--- src/core/ccs_defs.vh ---
// Constants for the cycle sequencer core
`ifndef CCS_DEFS_VH
`define CCS_DEFS_VH
`define CCS_PULSES_PER_CYCLE 4'h8
`define CCS_LAST_PULSE       3'h7
`define CCS_ST_IDLE          2'h0
`define CCS_ST_FETCH         2'h1
`define CCS_ST_EXEC          2'h2
`define CCS_ST_DMA           2'h3
`define CCS_INT_PTR_SEL      4'h2
`define CCS_INT_PC_SEL       4'h1
`define CCS_DMA_REG          4'h0
`define CCS_OP_IDLE          4'h0
`define CCS_OP_INC           4'h1
`define CCS_OP_DEC           4'h2
`define CCS_OP_BRANCH        4'h3
`define CCS_OP_LOAD          4'h4
`define CCS_OP_STORE         4'h5
`define CCS_OP_IO            4'h6
`define CCS_OP_CTRL          4'h7
`define CCS_OP_GLO           4'h8
`define CCS_OP_GHI           4'h9
`define CCS_OP_PLO           4'hA
`define CCS_OP_PHI           4'hB
`define CCS_OP_SETPC         4'hD
`define CCS_OP_SETPTR        4'hE
`define CCS_OP_ALU           4'hF
`define CCS_SAVE_CODE        4'h8
// Write strobe spans pulses 5..6 plus a half, approximated as 2 pulses
`define CCS_WR_FIRST         3'h5
`define CCS_WR_LAST          3'h6
`define CCS_ADDR_HI_PULSES   3'h2
`endif

--- src/core/ccs_reg_array.v ---
// Sixteen 16-bit pointer registers with one write port
`timescale 1ns/1ps
module ccs_reg_array (
  input  wire        mclk_in,
  input  wire        resetn_in,
  input  wire [3:0]  rd_sel_in,
  input  wire [3:0]  wr_sel_in,
  input  wire        wr_en_in,
  input  wire [15:0] wr_data_in,
  output wire [15:0] rd_data_out
);
  reg [15:0] regs [0:15];
  integer    i;

  assign rd_data_out = regs[rd_sel_in];

  // Register zero clears on reset so a DMA load starts at address 0000
  always @(posedge mclk_in or negedge resetn_in) begin
    if (!resetn_in) begin
      for (i = 0; i < 16; i = i + 1) begin
        regs[i] <= 16'h0000;
      end
    end else if (wr_en_in) begin
      regs[wr_sel_in] <= wr_data_in;
    end
  end
endmodule

--- src/core/ccs_sequencer.v ---
// Fetch/execute machine-cycle sequencer for an 8-bit register processor
`timescale 1ns/1ps
`include "ccs_defs.vh"
// Contract
// - Each instruction is one fetch then one execute cycle, eight pulses each.
// - Fetch addresses via pc_selector; byte splits into high and low nibbles.
// - Program counter register advances by one after each instruction fetch.
// - Sixteen 16-bit registers, selected by low nibble, pc or pointer selector.
// - Addresses go out on eight lines, upper byte first then lower.
// - One cycle may address, move a byte to accumulator and step register.
// - ALU F0-F7, output 61-67, input 69-6F address through pointer_selector.
// - Load 4N and store 5N address through the low-nibble register.
// - Immediate ALU F8-FF fetch operand through program counter register.
// - DMA request waits for the end of an execute, DMA or idle cycle, then one stolen cycle runs.
// - Stolen cycle addresses via register zero, then increments it.
// - DMA beats a concurrent interrupt request.
// - Interrupt taken only when enabled, and only at the end of an execute, DMA or idle cycle.
// - Interrupt entry saves selectors, sets pointer 2, pc 1, clears enable.
// - Saved byte holds pointer selector high, pc selector low.
// - Code 78 writes saved byte to memory at pointer register.
// - All state static; halting the clock loses nothing.
// - One instruction can load pc_selector, switching program counter.
// - I/O instructions present the low nibble to peripherals.
// - Write strobe stands two clock periods, pulses 5 and 6.
// - Accumulator is 8 bits; carry flag is one bit of ALU carry.
// - Clear gives idle cycles, pc_selector zero, register zero 0000, enable set.
module ccs_sequencer (
  input  wire       mclk_in,
  input  wire       resetn_in,
  input  wire [7:0] data_in,
  input  wire       dma_in_req_in,
  input  wire       dma_out_req_in,
  input  wire       int_req_in,
  input  wire [3:0] ext_flags_in,
  output reg  [7:0] addr_out,
  output reg  [7:0] data_out,
  output wire       data_oe_out,
  output wire       memory_write_strobe_out,
  output wire       mem_read_out,
  output reg  [3:0] io_cmd_out,
  output wire       io_active_out,
  output wire       dma_ack_out,
  output wire       int_ack_out,
  output wire [1:0] cycle_state_out,
  output wire [2:0] pulse_out,
  output wire [7:0] accumulator_out,
  output wire       carry_flag_out,
  output wire       interrupt_enable_flag_out,
  output wire [7:0] saved_context_byte_out
);
  localparam ST_IDLE  = `CCS_ST_IDLE;
  localparam ST_FETCH = `CCS_ST_FETCH;
  localparam ST_EXEC  = `CCS_ST_EXEC;
  localparam ST_DMA   = `CCS_ST_DMA;

  reg [1:0] state;
  reg [1:0] next_state;
  reg [2:0] pulse;
  reg [3:0] high_opcode_nibble;
  reg [3:0] low_opcode_nibble;
  reg [3:0] pc_selector;
  reg [3:0] pointer_selector;
  reg [7:0] accumulator;
  reg       carry_flag;
  reg       interrupt_enable_flag;
  reg [7:0] saved_context_byte;
  reg       dma_dir_in;
  reg       int_taken;

  reg  [3:0]  rd_sel;
  reg         wr_en;
  reg  [15:0] wr_data;
  reg         mem_wr;
  reg         mem_rd;
  wire [15:0] sel_reg;
  wire        last_pulse = (pulse == `CCS_LAST_PULSE);
  wire        dma_req = dma_in_req_in | dma_out_req_in;
  wire        int_ok = int_req_in & interrupt_enable_flag;

  function [15:0] ccs_step;
    input [15:0] v;
    input        down;
    begin
      ccs_step = down ? v - 16'h0001 : v + 16'h0001;
    end
  endfunction

  function [8:0] ccs_add;
    input [7:0] a;
    input [7:0] b;
    input       cin;
    begin
      ccs_add = {1'b0, a} + {1'b0, b} + {8'h00, cin};
    end
  endfunction

  function ccs_branch_ok;
    input [3:0] n;
    input [7:0] acc;
    input       c;
    input [3:0] fl;
    reg         t;
    begin
      t = 1'b0;
      case (n[1:0])
        2'h0: t = 1'b1;
        2'h1: t = 1'b0;
        2'h2: t = (acc == 8'h00);
        2'h3: t = c;
        default: t = 1'b0;
      endcase
      if (n[2]) begin
        t = fl[n[1:0]];
      end
      if (n[3] && n != 4'h8) begin
        t = ~t;
      end else if (n == 4'h8) begin
        t = 1'b0;
      end
      ccs_branch_ok = t;
    end
  endfunction

  ccs_reg_array u_regs (
    .mclk_in     (mclk_in),
    .resetn_in   (resetn_in),
    .rd_sel_in   (rd_sel),
    .wr_sel_in   (rd_sel),
    .wr_en_in    (wr_en),
    .wr_data_in  (wr_data),
    .rd_data_out (sel_reg)
  );

  assign memory_write_strobe_out = mem_wr && (pulse >= `CCS_WR_FIRST)
                                   && (pulse <= `CCS_WR_LAST);
  assign data_oe_out = mem_wr;
  assign mem_read_out = mem_rd;
  assign io_active_out = (state == ST_EXEC)
                         && (high_opcode_nibble == `CCS_OP_IO);
  assign dma_ack_out = (state == ST_DMA);
  assign int_ack_out = int_taken;
  assign cycle_state_out = state;
  assign pulse_out = pulse;
  assign accumulator_out = accumulator;
  assign carry_flag_out = carry_flag;
  assign interrupt_enable_flag_out = interrupt_enable_flag;
  assign saved_context_byte_out = saved_context_byte;

  // Register selection and memory direction per cycle and opcode group
  always @* begin
    rd_sel = pc_selector;
    mem_wr = 1'b0;
    mem_rd = 1'b0;
    case (state)
      ST_FETCH: begin
        rd_sel = pc_selector;
        mem_rd = 1'b1;
      end
      ST_DMA: begin
        rd_sel = `CCS_DMA_REG;
        mem_wr = dma_dir_in;
        mem_rd = ~dma_dir_in;
      end
      ST_EXEC: begin
        case (high_opcode_nibble)
          `CCS_OP_INC, `CCS_OP_DEC, `CCS_OP_GLO, `CCS_OP_GHI,
          `CCS_OP_PLO, `CCS_OP_PHI: rd_sel = low_opcode_nibble;
          `CCS_OP_LOAD: begin
            rd_sel = low_opcode_nibble;
            mem_rd = 1'b1;
          end
          `CCS_OP_STORE: begin
            rd_sel = low_opcode_nibble;
            mem_wr = 1'b1;
          end
          `CCS_OP_IO: begin
            rd_sel = pointer_selector;
            mem_wr = low_opcode_nibble[3];
            mem_rd = ~low_opcode_nibble[3];
          end
          `CCS_OP_CTRL: begin
            rd_sel = pointer_selector;
            mem_wr = (low_opcode_nibble == `CCS_SAVE_CODE);
            mem_rd = ~low_opcode_nibble[3];
          end
          `CCS_OP_BRANCH: begin
            rd_sel = pc_selector;
            mem_rd = 1'b1;
          end
          `CCS_OP_ALU: begin
            // Immediate forms read through the program counter
            rd_sel = low_opcode_nibble[3] ? pc_selector
                                          : pointer_selector;
            mem_rd = 1'b1;
          end
          default: rd_sel = pc_selector;
        endcase
      end
      default: rd_sel = pc_selector;
    endcase
  end

  // Write-back of the stepped or modified register, once at cycle end
  always @* begin
    wr_en = 1'b0;
    wr_data = sel_reg;
    if (last_pulse) begin
      case (state)
        ST_FETCH: begin
          wr_en = 1'b1;
          wr_data = ccs_step(sel_reg, 1'b0);
        end
        ST_DMA: begin
          wr_en = 1'b1;
          wr_data = ccs_step(sel_reg, 1'b0);
        end
        ST_EXEC: begin
          case (high_opcode_nibble)
            `CCS_OP_INC, `CCS_OP_LOAD: begin
              wr_en = 1'b1;
              wr_data = ccs_step(sel_reg, 1'b0);
            end
            `CCS_OP_DEC: begin
              wr_en = 1'b1;
              wr_data = ccs_step(sel_reg, 1'b1);
            end
            `CCS_OP_PLO: begin
              wr_en = 1'b1;
              wr_data = {sel_reg[15:8], accumulator};
            end
            `CCS_OP_PHI: begin
              wr_en = 1'b1;
              wr_data = {accumulator, sel_reg[7:0]};
            end
            `CCS_OP_IO: begin
              wr_en = ~low_opcode_nibble[3];
              wr_data = ccs_step(sel_reg, 1'b0);
            end
            `CCS_OP_CTRL: begin
              wr_en = ~low_opcode_nibble[3];
              wr_data = ccs_step(sel_reg, 1'b0);
            end
            `CCS_OP_ALU: begin
              wr_en = low_opcode_nibble[3];
              wr_data = ccs_step(sel_reg, 1'b0);
            end
            `CCS_OP_BRANCH: begin
              wr_en = 1'b1;
              wr_data = ccs_branch_ok(low_opcode_nibble, accumulator,
                                      carry_flag, ext_flags_in)
                        ? {sel_reg[15:8], data_in}
                        : ccs_step(sel_reg, 1'b0);
            end
            default: wr_en = 1'b0;
          endcase
        end
        default: wr_en = 1'b0;
      endcase
    end
  end

  // End-of-cycle arbitration: DMA first, then enabled interrupt
  always @* begin
    next_state = state;
    if (last_pulse) begin
      case (state)
        ST_FETCH: next_state = ST_EXEC;
        ST_EXEC, ST_DMA, ST_IDLE: begin
          if (dma_req) begin
            next_state = ST_DMA;
          end else if (state == ST_IDLE && !int_ok) begin
            next_state = ST_IDLE;
          end else if (state == ST_EXEC && high_opcode_nibble == `CCS_OP_IDLE
                       && low_opcode_nibble == 4'h0 && !int_ok) begin
            next_state = ST_IDLE;
          end else begin
            next_state = ST_FETCH;
          end
        end
        default: next_state = ST_IDLE;
      endcase
    end
  end

  // Only edge-triggered flops; the clock may stop anywhere safely
  always @(posedge mclk_in or negedge resetn_in) begin
    if (!resetn_in) begin
      state <= ST_IDLE;
      pulse <= 3'h0;
      pc_selector <= 4'h0;
      pointer_selector <= 4'h0;
      interrupt_enable_flag <= 1'b1;
      high_opcode_nibble <= 4'h0;
      low_opcode_nibble <= 4'h0;
      accumulator <= 8'h00;
      carry_flag <= 1'b0;
      saved_context_byte <= 8'h00;
      dma_dir_in <= 1'b0;
      int_taken <= 1'b0;
      addr_out <= 8'h00;
      data_out <= 8'h00;
      io_cmd_out <= 4'h0;
    end else begin
      pulse <= pulse + 3'h1;
      state <= next_state;
      int_taken <= 1'b0;
      // Upper byte on the early pulses, lower byte after
      addr_out <= (pulse < `CCS_ADDR_HI_PULSES) ? sel_reg[15:8]
                                                : sel_reg[7:0];
      io_cmd_out <= (state == ST_EXEC && high_opcode_nibble == `CCS_OP_IO)
                    ? low_opcode_nibble : 4'h0;
      if (state == ST_EXEC && high_opcode_nibble == `CCS_OP_CTRL
          && low_opcode_nibble == `CCS_SAVE_CODE) begin
        data_out <= saved_context_byte;
      end else begin
        data_out <= accumulator;
      end
      if (last_pulse && (state != ST_FETCH) && dma_req) begin
        dma_dir_in <= dma_in_req_in;
      end
      if (last_pulse && state == ST_FETCH) begin
        high_opcode_nibble <= data_in[7:4];
        low_opcode_nibble <= data_in[3:0];
      end
      if (last_pulse && state == ST_EXEC) begin
        case (high_opcode_nibble)
          `CCS_OP_LOAD: accumulator <= data_in;
          `CCS_OP_GLO: accumulator <= sel_reg[7:0];
          `CCS_OP_GHI: accumulator <= sel_reg[15:8];
          `CCS_OP_IO: begin
            if (low_opcode_nibble[3]) begin
              accumulator <= data_in;
            end
          end
          `CCS_OP_SETPC: pc_selector <= low_opcode_nibble;
          `CCS_OP_SETPTR: pointer_selector <= low_opcode_nibble;
          `CCS_OP_CTRL: begin
            if (low_opcode_nibble[3:1] == 3'h0) begin
              pointer_selector <= data_in[7:4];
              pc_selector <= data_in[3:0];
              interrupt_enable_flag <= ~low_opcode_nibble[0];
            end
          end
          `CCS_OP_ALU: begin
            case (low_opcode_nibble[2:0])
              3'h0: accumulator <= data_in;
              3'h1: accumulator <= data_in | accumulator;
              3'h2: accumulator <= data_in & accumulator;
              3'h3: accumulator <= data_in ^ accumulator;
              3'h4: {carry_flag, accumulator} <=
                      ccs_add(data_in, accumulator, 1'b0);
              3'h5: {carry_flag, accumulator} <=
                      ccs_add(data_in, ~accumulator, 1'b1);
              3'h6: begin
                carry_flag <= accumulator[0];
                accumulator <= {1'b0, accumulator[7:1]};
              end
              3'h7: {carry_flag, accumulator} <=
                      ccs_add(accumulator, ~data_in, 1'b1);
              default: accumulator <= accumulator;
            endcase
          end
          default: accumulator <= accumulator;
        endcase
      end
      // Interrupt entry replaces any selector change made above
      if (last_pulse && state != ST_FETCH && !dma_req && int_ok) begin
        saved_context_byte <= {pointer_selector, pc_selector};
        pointer_selector <= `CCS_INT_PTR_SEL;
        pc_selector <= `CCS_INT_PC_SEL;
        interrupt_enable_flag <= 1'b0;
        int_taken <= 1'b1;
      end
    end
  end
endmodule

--- config.mk ---
export PLATFORM = sky130hd
export DESIGN_NAME = ccs_sequencer
export DESIGN_NICKNAME = d
export VERILOG_FILES = /design/src/core/ccs_reg_array.v /design/src/core/ccs_sequencer.v
export VERILOG_INCLUDE_DIRS = /design/src /design/src/core
export SDC_FILE = /design/constraint.sdc
export NUM_CORES = 1
export LEC_CHECK = 0
export CAP_MARGIN = 10
export CELL_PAD_IN_SITES_DETAIL_PLACEMENT = 1
export CELL_PAD_IN_SITES_GLOBAL_PLACEMENT = 1
export CORE_UTILIZATION = 50
export CTS_CLUSTER_DIAMETER = 60
export DETAILED_ROUTE_END_ITERATION = 6
export DONT_BUFFER_PORTS = 1
export MAX_ROUTING_LAYER = met4
export PLACE_DENSITY_LB_ADDON = 0.05
export SLEW_MARGIN = 25
export SYNTH_ARGS = -nofsm -noshare
export SYNTH_HDL_FRONTEND = slang
export SYNTH_SLANG_ARGS = --single-unit
--- constraint.sdc ---
create_clock -name mclk_in -period 6.7 [get_ports mclk_in]
set_clock_uncertainty 0.15 [all_clocks]
set_input_delay 0 -clock mclk_in [delete_from_list [all_inputs] [get_ports mclk_in]]
set_output_delay 0 -clock mclk_in [all_outputs]
set_load 0.005 [all_outputs]
==> results of run 1 <==
## cell families (layout without fill, tap and decap cells)
kind of cell               Yosys count  in the layout  synth area share [%]
and+or+nand+nor                    633            633                  15.8
muxes                              158            158                  9.46
other                                0              2                     0
DFF                                317            317                  42.3
xor gates and xnor gates            16             16                 0.746
AOI/OAI and AO/OA                  662            662                  23.2
adders and majority gates           41             41                  2.85
buffers and inverters              235            243                  5.65
## synthesized netlist by cell type (all sizes together) (14+ instances only)
master and instances:
a211o 14, a211oi 58, a21o 15, a21oi 207, a221oi 27, a22oi 17, a31oi 62, a32oi 18
and3 35, buf 74, clkbuf 100, dfrtp 316, ha 38, inv 59, mux2 126, mux2i 29
nand2 182, nand3 54, nor2 229, nor2b 17, nor3 35, o21ai 127
## routing by layer
layer | GRT usage, % | routed length (um) | vias up | part of all wire, %
met2 | 63.2 | 34300 | 664 | 48
met3 | 4.85 | 3930 | 237 | 5.5
met4 | 23.7 | 4560 | 0 | 6.4
li1 | - | - | 7488 | -
met1 | 46.0 | 28200 | 8670 | 40
met5 | - | 0 | - | 0
## critical path, stage by stage, from the launching register on
cell      delay [ps]
dfrtp_1          460
buf_4            250
nand2_2          140
nor2_1            50
buf_4            170
a32o_1           310
o21a_2           440
nor2_4           910
buf_4            310
a211oi_1          60
or3_1            350
o221ai_1         750
nand3_1          310
nor4_2           360
xnor2_1          130
o221ai_2         650
mux2_2           290
## cell type report
class,instances,area (um^2)
antenna,2,5.00
clock buffer,49,1090
clock inverter,20,290
fill,4127,15900
inverter,61,229
multi-input combinational,1510,9860
sequential,317,7930
tap,468,586
timing repair buffer,113,921
## power breakdown
part           switching (mW)  total (mW)  internal [mW]
registers               0.117        2.16           2.05
logic                    1.18        1.78          0.599
clock network           0.905        2.27           1.37
total                    2.20        6.21           4.02
## through the flow
stage	hold slack (ps)	total power, mW
5_1_grt	-1030	6.42
6_report	-1030	6.21
2_1_floorplan	-446	3.28
4_1_cts	-1050	6.20
3_5_place_dp	-440	3.90
3_3_place_gp	-440	3.87
## worst paths after layout
check	startpoint	endpoint	slack [ps]	depth (start not counted)
max	high_opcode_nibble[0]	u_regs.regs[94]	510	16
min	resetn_in	dma_dir_in	-1030	0
max reg2reg	high_opcode_nibble[0]	u_regs.regs[94]	510	16
min reg2reg	u_regs.regs[146]	u_regs.regs[146]	330	2
max in group asynchronous	resetn_in	accumulator_out[0]	6270	0
min in group mclk_in	data_in[1]	u_regs.regs[145]	40	5
## sequential cells by signal (all words and copies together), names as in the netlist, 2 cells and up
name and cells:
data_out 8, high_opcode_nibble 4, accumulator_out 8, pc_selector 4
saved_context_byte_out 8, pulse_out 3, pointer_selector 4, cycle_state_out 2
io_cmd_out 4, low_opcode_nibble 4, addr_out 8, u_regs.regs 256
==> metrics.cfg, run 1 <==
[outcome]
outcome=finished, violations left
violations=hold timing

[grt]
antenna_found_initial=1
grt_overflow=0
grt_max_degree=318
grt_first_pass_wirelength_um=109000
grtUsageTotal_pct=38.8
first_global_vias=17802

[cts]
cts_hold_buffers=14
cts.clk_slew.worst_paths_ps=60
cts_setup_buffers=0
cts_tree=built
clockBufferDepth=3
htree_levels=2
cts_buffers=40
clock_sinks=317
cts_resized=0
root_buffer=clkbuf_16
clk-insertion-delay-late_ps=580

[routing]
vias=17059
wl_per_cell_um=27.9
vias_per_cell=6.72
routed_wl_um=71000
drt_iter0_markers=1122
postRouteAntennaNets=0
drtPass1Iterations=5
drc=0

[power_and_ir_drop]
p_leak_nw=8.66
ir_drop_mv=0.241
p_per_area_nw_per_um2=297

[placed_design]
post-place-ws_ps=596
dpl.cell_count=2455
dp.final_hpwl_um=46800
place.gp.congestion=0.966
place_area_um2=19400
portBuffers=0

[finish]
final_cell_mix=dfrtp_1, nor2_1, a21oi_1
utilization_pct=56.9
layout_commonest_cell=dfrtp_1
final_cell_area_um2=20900
drive_gt1_share_pct=17.1
layout.nets=2101
syn_to_final_growth_pct=11.5
stdcell_count=2540

[sta]
maxSlewHeadroom_pct=5.41
slew_viol_final=0
hold_violations=317
fin_crit_sh_pct=92.3
finalWorstSetupSlack_ps=514
fmax_ghz=0.162
setup_violations=0
fin_tns_setup_ps=0
period_needed_ps=6190
tightest_slew_ps=1420
holdWs_ps=-1030
rsz0062_at_grt=no

[logic_synthesis]
synth_top_area_share_pct=42.1
synth_seq_cells=317
ys_async_sr_fraction_pct=100
synth_cell_types=98
synth_edf_count=0
synthFlopType=dfrtp_1
netlist_area_um2=18800
synth-seq-area-share_pct=42.3
synth.area.top_cells=dfrtp_1, mux2_2, a21oi_1
syn_nets=2120
yosysWarnings=0
yosysTopAreaCell=dfrtp_1
synth_cells=2062
syn_area_per_cell_um2=9.10

[die]
pin_count=66
die_h_um=196
row_count=70
initial_core_util_pct=51.0
die_area_um2=38300
die_w_um=196
core_um2=36800

[worst_setup_path]
critPathRequiredTime_ps=7070
critPathKind=reg2reg
end_kind=register
crit_arrival_ps=6550
path_max_fanout=36
startpoint_type=register

[worst_hold_path]
hold_path_class=in2async

[flow_run]
drv_cap=0

No activity file was read; power rests on OpenSTA's default activity.
==> inputs of run 2 (changes only) <==
--- a/config.mk
+++ b/config.mk
@@ -10,6 +10,7 @@
 export CELL_PAD_IN_SITES_DETAIL_PLACEMENT = 1
 export CELL_PAD_IN_SITES_GLOBAL_PLACEMENT = 1
 export CORE_UTILIZATION = 50
+export CTS_BUF_LIST = sky130_fd_sc_hd__clkbuf_4
 export CTS_CLUSTER_DIAMETER = 60
 export DETAILED_ROUTE_END_ITERATION = 6
 export DONT_BUFFER_PORTS = 1
==> metrics.cfg, run 2 (synthesis gave the netlist of run 1 again) <==
[power_and_ir_drop]
p_seq_share_pct=37.8  ; +3.0 points
p_int_mw=3.59  ; -11%
p_leak_nw=8.66  ; about the same
ir_drop_mv=0.175  ; -27%
pwr-share-comb_pct=31.0  ; +2.4 points
p_per_area_nw_per_um2=277  ; -6.7%
swShare_pct=37.3  ; +1.9 points
clockPowerShare_pct=31.3  ; -5.3 points
p_sw_mw=2.13  ; -2.9%

[worst_hold_path]
hold_path_class=in2async

[grt]
antenna_found_initial=3  ; +2
grt_first_pass_wirelength_um=110000  ; +0.56%
first_global_vias=18148  ; +1.9%
grt_overflow=0  ; unchanged
grt_max_degree=318  ; unchanged
grtUsageTotal_pct=38.9  ; +0.12 points

[placed_design]
portBuffers=0  ; unchanged
post-place-ws_ps=596  ; unchanged
dp.final_hpwl_um=46800  ; unchanged
place.gp.congestion=0.966  ; unchanged

[sta]
fin_tns_setup_ps=0  ; unchanged
hold_violations=317  ; unchanged
slew_viol_final=71  ; +71
rsz0062_at_grt=no
setup_violations=0  ; unchanged
tightest_slew_ps=1570  ; +150 ps
fin_crit_sh_pct=92.5  ; +0.20 points
maxSlewHeadroom_pct=-4.60  ; -10 points
period_needed_ps=6200  ; +13.4 ps
fmax_ghz=0.161  ; -0.22%
holdWs_ps=-1250  ; -222 ps
finalWorstSetupSlack_ps=500  ; -13.4 ps

[worst_setup_path]
crit_slowest_cell=nor2_4
crit_arrival_ps=6760  ; +210 ps
path_cells=buf_4 > nand2_2 > nor2_1 > buf_4 > a32o_1 > o21a_2 > nor2_4 > buf_4 > a211oi_1 > or3_1 > o221ai_1 > nand3_1 > nor4_2 > xnor2_1 > o221ai_2 > mux2_2
r2r_cells=16  ; unchanged
critPathLaunch=high_opcode_nibble[0]
path_buf_inv=3  ; unchanged
cp.depth=16  ; unchanged
crit_end=u_regs.regs[142]
cpPeakStageDelay_ps=910  ; about the same
critPathRequiredTime_ps=7260  ; +190 ps
r2r_slack_ps=500  ; about the same
cp_top_family=compound AO/OA/AOI/OAI gates
crit_top_cell=buf_4
r2r-start=high_opcode_nibble[0]
worstReg2RegEnd=u_regs.regs[142]
startpoint_type=register
path_max_fanout=36  ; unchanged
end_kind=register
critPathKind=reg2reg

[finish]
fillers=4231  ; +2.5%
final_cell_mix=dfrtp_1, nor2_1, a21oi_1
layout_commonest_cell=dfrtp_1
largest_register=u_regs.regs
drive_gt1_share_pct=20.0  ; +2.9 points
syn_to_final_growth_pct=10.2
utilization_pct=56.2  ; -0.67 points
layout.nets=2151  ; +2.4%
largest_register_ffs=256  ; unchanged

[routing]
drtPass1Iterations=5  ; unchanged
wl_per_cell_um=27.0  ; -3.4%
vias_per_cell=6.58  ; -2.1%
vias=17267  ; +1.2%
drt_iter0_markers=1130  ; +0.71%
drc=0  ; unchanged
postRouteAntennaNets=0  ; unchanged
routed_wl_um=70800  ; -0.21%

[outcome]
outcome=finished, violations left
violations=hold timing, slew limit

[cts]
cts_resized=0  ; unchanged
cts.clk_slew.worst_paths_ps=60  ; about the same
cts_setup_buffers=0  ; unchanged
root_buffer=clkbuf_4
cts_buffers=87  ; +120%
cts_hold_buffers=17  ; +3
htree_levels=3  ; +1
clk-insertion-delay-late_ps=820  ; +240 ps
clockBufferDepth=3  ; unchanged
clock_sinks=317  ; unchanged
cts_tree=built

[flow_run]
drv_cap=0  ; unchanged

[die]
die_area_um2=38300  ; unchanged
core_um2=36800  ; unchanged
pin_count=66  ; unchanged
die_w_um=196  ; unchanged
die_h_um=196  ; unchanged
initial_core_util_pct=51.0  ; unchanged
row_count=70  ; unchanged

[run 2: changes by cell type in the layout (fill, tap and decap cells not counted), sizes merged]
cell / change
dlygate4sd3: +3
clkbuf: +86
clkinv: +2
diode: +2
inv: -2
bufinv: -4
clkinvlp: -2
[run 2: area by class of cell]
cell class,instances,area [um^2],area share (%)
Multi-Input combinational cell,1510,9860,47.7
Sequential cell,317,7930,38.4
Clock inverter,14,93.8,0.454
Tap cell,468,586,2.83
Inverter,61,229,1.11
Clock buffer,135,1010,4.90
Timing Repair Buffer,116,951,4.60
Antenna cell,4,10.0,0.0484
[run 2: worst min path at each step]
stage,startpoint,to,slack (ps),cells past startpoint
floorplan,resetn_in,accumulator_out[0],-450,0
global placement,resetn_in,dma_dir_in,-440,0
detailed placement,resetn_in,dma_dir_in,-440,0
CTS,resetn_in,u_regs.regs[15],-1310,0
global route,resetn_in,low_opcode_nibble[0],-1280,0
finish,resetn_in,high_opcode_nibble[0],-1250,0
[run 2: power by group through the flow]
stage | clock (mW) | sequential (mW) | combinational, mW
2_1_floorplan | 0 | 2.14 | 1.14
3_3_place_gp | 0 | 2.19 | 1.68
3_5_place_dp | 0 | 2.19 | 1.71
4_1_cts | 1.83 | 2.16 | 1.74
5_1_grt | 1.92 | 2.17 | 1.88
6_report | 1.79 | 2.16 | 1.77
[run 2: metal layers]
layer  vias up  routed length [um]  track usage [%]
li1       7634                   -                -
met1      8701               27900             45.5
met2       665               34000             62.4
met3       267                4310             6.31
met4         0                4610             25.1
met5         -                   0                -
[run 2: stage by stage]
| stage | power (mW) | std cells | area [um^2] |
|---|---|---|---|
| final | 5.73 | 2625 | 20700 |
| after CTS | 5.73 | 2621 | 20700 |
| after global placement | 3.87 | 2455 | 19400 |
| after floorplan | 3.28 | 2062 | 18800 |
| after detailed placement | 3.90 | 2455 | 19400 |
| after global routing | 5.98 | 2625 | 20700 |
==> inputs of run 3 (changes only) <==
--- a/config.mk
+++ b/config.mk
@@ -6,10 +6,11 @@
 export SDC_FILE = /design/constraint.sdc
 export NUM_CORES = 1
 export LEC_CHECK = 0
+export ABC_AREA = 1
 export CAP_MARGIN = 10
 export CELL_PAD_IN_SITES_DETAIL_PLACEMENT = 1
 export CELL_PAD_IN_SITES_GLOBAL_PLACEMENT = 1
-export CORE_UTILIZATION = 50
+export CORE_UTILIZATION = 48
 export CTS_BUF_LIST = sky130_fd_sc_hd__clkbuf_4
 export CTS_CLUSTER_DIAMETER = 60
 export DETAILED_ROUTE_END_ITERATION = 6
==> metrics.cfg, run 3 <==
[logic_synthesis]
synth_top_area_share_pct=40.8  ; -1.3 points
synth.area.top_cells=dfrtp_1, nand2_1, inv_1
synth_cells=2846  ; +38%
yosysWarnings=0  ; unchanged
synth-seq-area-share_pct=40.9  ; -1.4 points
yosysTopAreaCell=dfrtp_1
ys_async_sr_fraction_pct=100  ; unchanged
netlist_area_um2=19400  ; +3.3%
synth_common_cells=nand2_1, dfrtp_1, inv_1, o21ai_0, nor2_1
synth_cell_types=53  ; -46%
synth.most_common_cell=nand2_1
synth_edf_count=0  ; unchanged
syn_area_per_cell_um2=6.81  ; -25%
synth_seq_cells=317  ; unchanged
synthFlopType=dfrtp_1
syn_nets=2904  ; +37%

[placed_design]
dp.final_hpwl_um=52000  ; +11%
portBuffers=0  ; unchanged
place.gp.congestion=0.998  ; +3.3%
post-place-ws_ps=1250  ; +651 ps

[sta]
holdWs_ps=-1280  ; -26.7 ps
slew_viol_final=0  ; -100%
finalWorstSetupSlack_ps=1040  ; +535 ps
tightest_slew_ps=1440  ; -127 ps
period_needed_ps=5660  ; -535 ps
fmax_ghz=0.177  ; +9.5%
fin_crit_sh_pct=84.5  ; -8.0 points
maxSlewHeadroom_pct=3.89  ; +8.5 points
rsz0062_at_grt=no
hold_violations=317  ; unchanged
setup_violations=0  ; unchanged
fin_tns_setup_ps=0  ; unchanged

[worst_setup_path]
worstReg2RegEnd=u_regs.regs[186]
crit_arrival_ps=6200  ; -560 ps
crit_slowest_cell=nand2_8
cpPeakStageDelay_ps=490  ; -420 ps
critPathRequiredTime_ps=7240  ; -20 ps
r2r_slack_ps=1040  ; +540 ps
critPathKind=reg2reg
r2r-start=high_opcode_nibble[1]
crit_top_cell=nand2_1
path_max_fanout=69  ; +92%
r2r_cells=28  ; +12
end_kind=register
startpoint_type=register

[routing]
routed_wl_um=77300  ; +9.1%
drtPass1Iterations=7  ; +2
drt_iter0_markers=1732  ; +53%
postRouteAntennaNets=0  ; unchanged
vias_per_cell=5.73  ; -13%
drc=0  ; unchanged
wl_per_cell_um=22.2  ; -18%
vias=19942  ; +15%

[grt]
grt_overflow=0  ; unchanged
first_global_vias=20980  ; +16%
grtUsageTotal_pct=39.5  ; +0.59 points
antenna_found_initial=1  ; -2
grt_first_pass_wirelength_um=120000  ; +9.7%
grt_max_degree=318  ; unchanged

[power_and_ir_drop]
p_per_area_nw_per_um2=350  ; +27%
swShare_pct=44.0  ; +6.7 points
p_seq_share_pct=34.2  ; -3.6 points
ir_drop_mv=0.172  ; -1.6%
p_leak_nw=11.2  ; +29%
clockPowerShare_pct=26.8  ; -4.5 points
pwr-share-comb_pct=39.0  ; +8.0 points
p_sw_mw=3.27  ; +53%
power_mw=7.43  ; +30%
p_int_mw=4.16  ; +16%

[finish]
utilization_pct=53.2  ; -3.0 points
largest_register=u_regs.regs
largest_register_ffs=256  ; unchanged
layout.nets=2936  ; +36%
drive_gt1_share_pct=9.24  ; -11 points
final_cell_mix=nand2_1, dfrtp_1, inv_1
syn_to_final_growth_pct=9.27
layout_commonest_cell=nand2_1

[cts]
htree_levels=3  ; unchanged
cts_tree=built
cts_hold_buffers=17  ; unchanged
clk-insertion-delay-late_ps=870  ; +50 ps
clockBufferDepth=3  ; unchanged
clock_sinks=317  ; unchanged
cts_resized=0  ; unchanged
root_buffer=clkbuf_4
cts_buffers=91  ; +4.6%
cts.clk_slew.worst_paths_ps=70  ; about the same

[flow_run]
drv_cap=0  ; unchanged

[outcome]
outcome=finished, violations left
violations=hold timing

[die]
row_count=73  ; +4.3%
initial_core_util_pct=48.7  ; -2.3 points
die_w_um=203  ; +3.7%
die_h_um=203  ; +3.7%
die_area_um2=41200  ; +7.5%
pin_count=66  ; unchanged
core_um2=39800  ; +8.3%

[worst_hold_path]
hold_path_class=in2async

run 3: worst max-delay path by stage:
stage | depth (start not counted) | endpoint | from
after CTS | 28 | u_regs.regs[186] | high_opcode_nibble[1]
after global routing | 30 | u_regs.regs[78] | high_opcode_nibble[1]
after global placement | 30 | u_regs.regs[142] | high_opcode_nibble[1]
final | 28 | u_regs.regs[186] | high_opcode_nibble[1]
after floorplan | 32 | u_regs.regs[108] | high_opcode_nibble[1]
after detailed placement | 28 | u_regs.regs[26] | high_opcode_nibble[1]
run 3: area by class of cell:
cell class	count	area [um^2]
antenna	2	5.00
clock buffer	149	1120
clock inverter	21	146
fill	5340	18600
inverter	304	1140
multi-input combinational	2107	9700
sequential	317	7930
tap	525	657
timing repair buffer	57	483
run 3: layer usage:
layer  vias up  global-route usage [%]  routed length [um]
li1       8996                       -                   -
met1      9929                    46.7               31100
met2       778                    63.4               36600
met3       239                    5.92                4890
met4         0                    24.1                4610
met5         -                       -                   0
run 3: worst max-delay path, delay by kind of cell, from the launching register on:
kind                       cells  cell delay, ps
adders and majority gates      1             170
and+or+nand+nor               23            3920
AOI/OAI and AO/OA              1             160
buffers and inverters          3             530
DFF                            1             470
run 3: metrics by stage:
stage          instances  cell area, um^2
4_1_cts             3480            21200
5_1_grt             3482            21200
2_1_floorplan       2846            19400
6_report            3482            21200
3_3_place_gp        3293            19700
3_5_place_dp        3293            19700
run 3: cells by family after synthesis:
logic type,after synthesis,share of synthesized area (%)
buffers and inverters,422,9.17
AOI/OAI and AO/OA,341,9.94
adders and majority gates,41,2.76
DFF,317,40.9
xor gates and xnor gates,11,0.497
and+or+nand+nor,1714,36.7
run 3: repair_timing:
action | CTS | global route
hold endpoints to repair | 370 | 317
setup endpoints to repair | 0 | 0
setup buffers | 0 | 0
run 3: power groups by stage:
stage	clock network (mW)	registers [mW]	logic, mW
6_report	1.99	2.54	2.89
4_1_cts	2.02	2.53	2.83
5_1_grt	2.12	2.58	3.13
3_5_place_dp	0	2.56	2.79
3_3_place_gp	0	2.54	2.72
2_1_floorplan	0	2.47	1.90
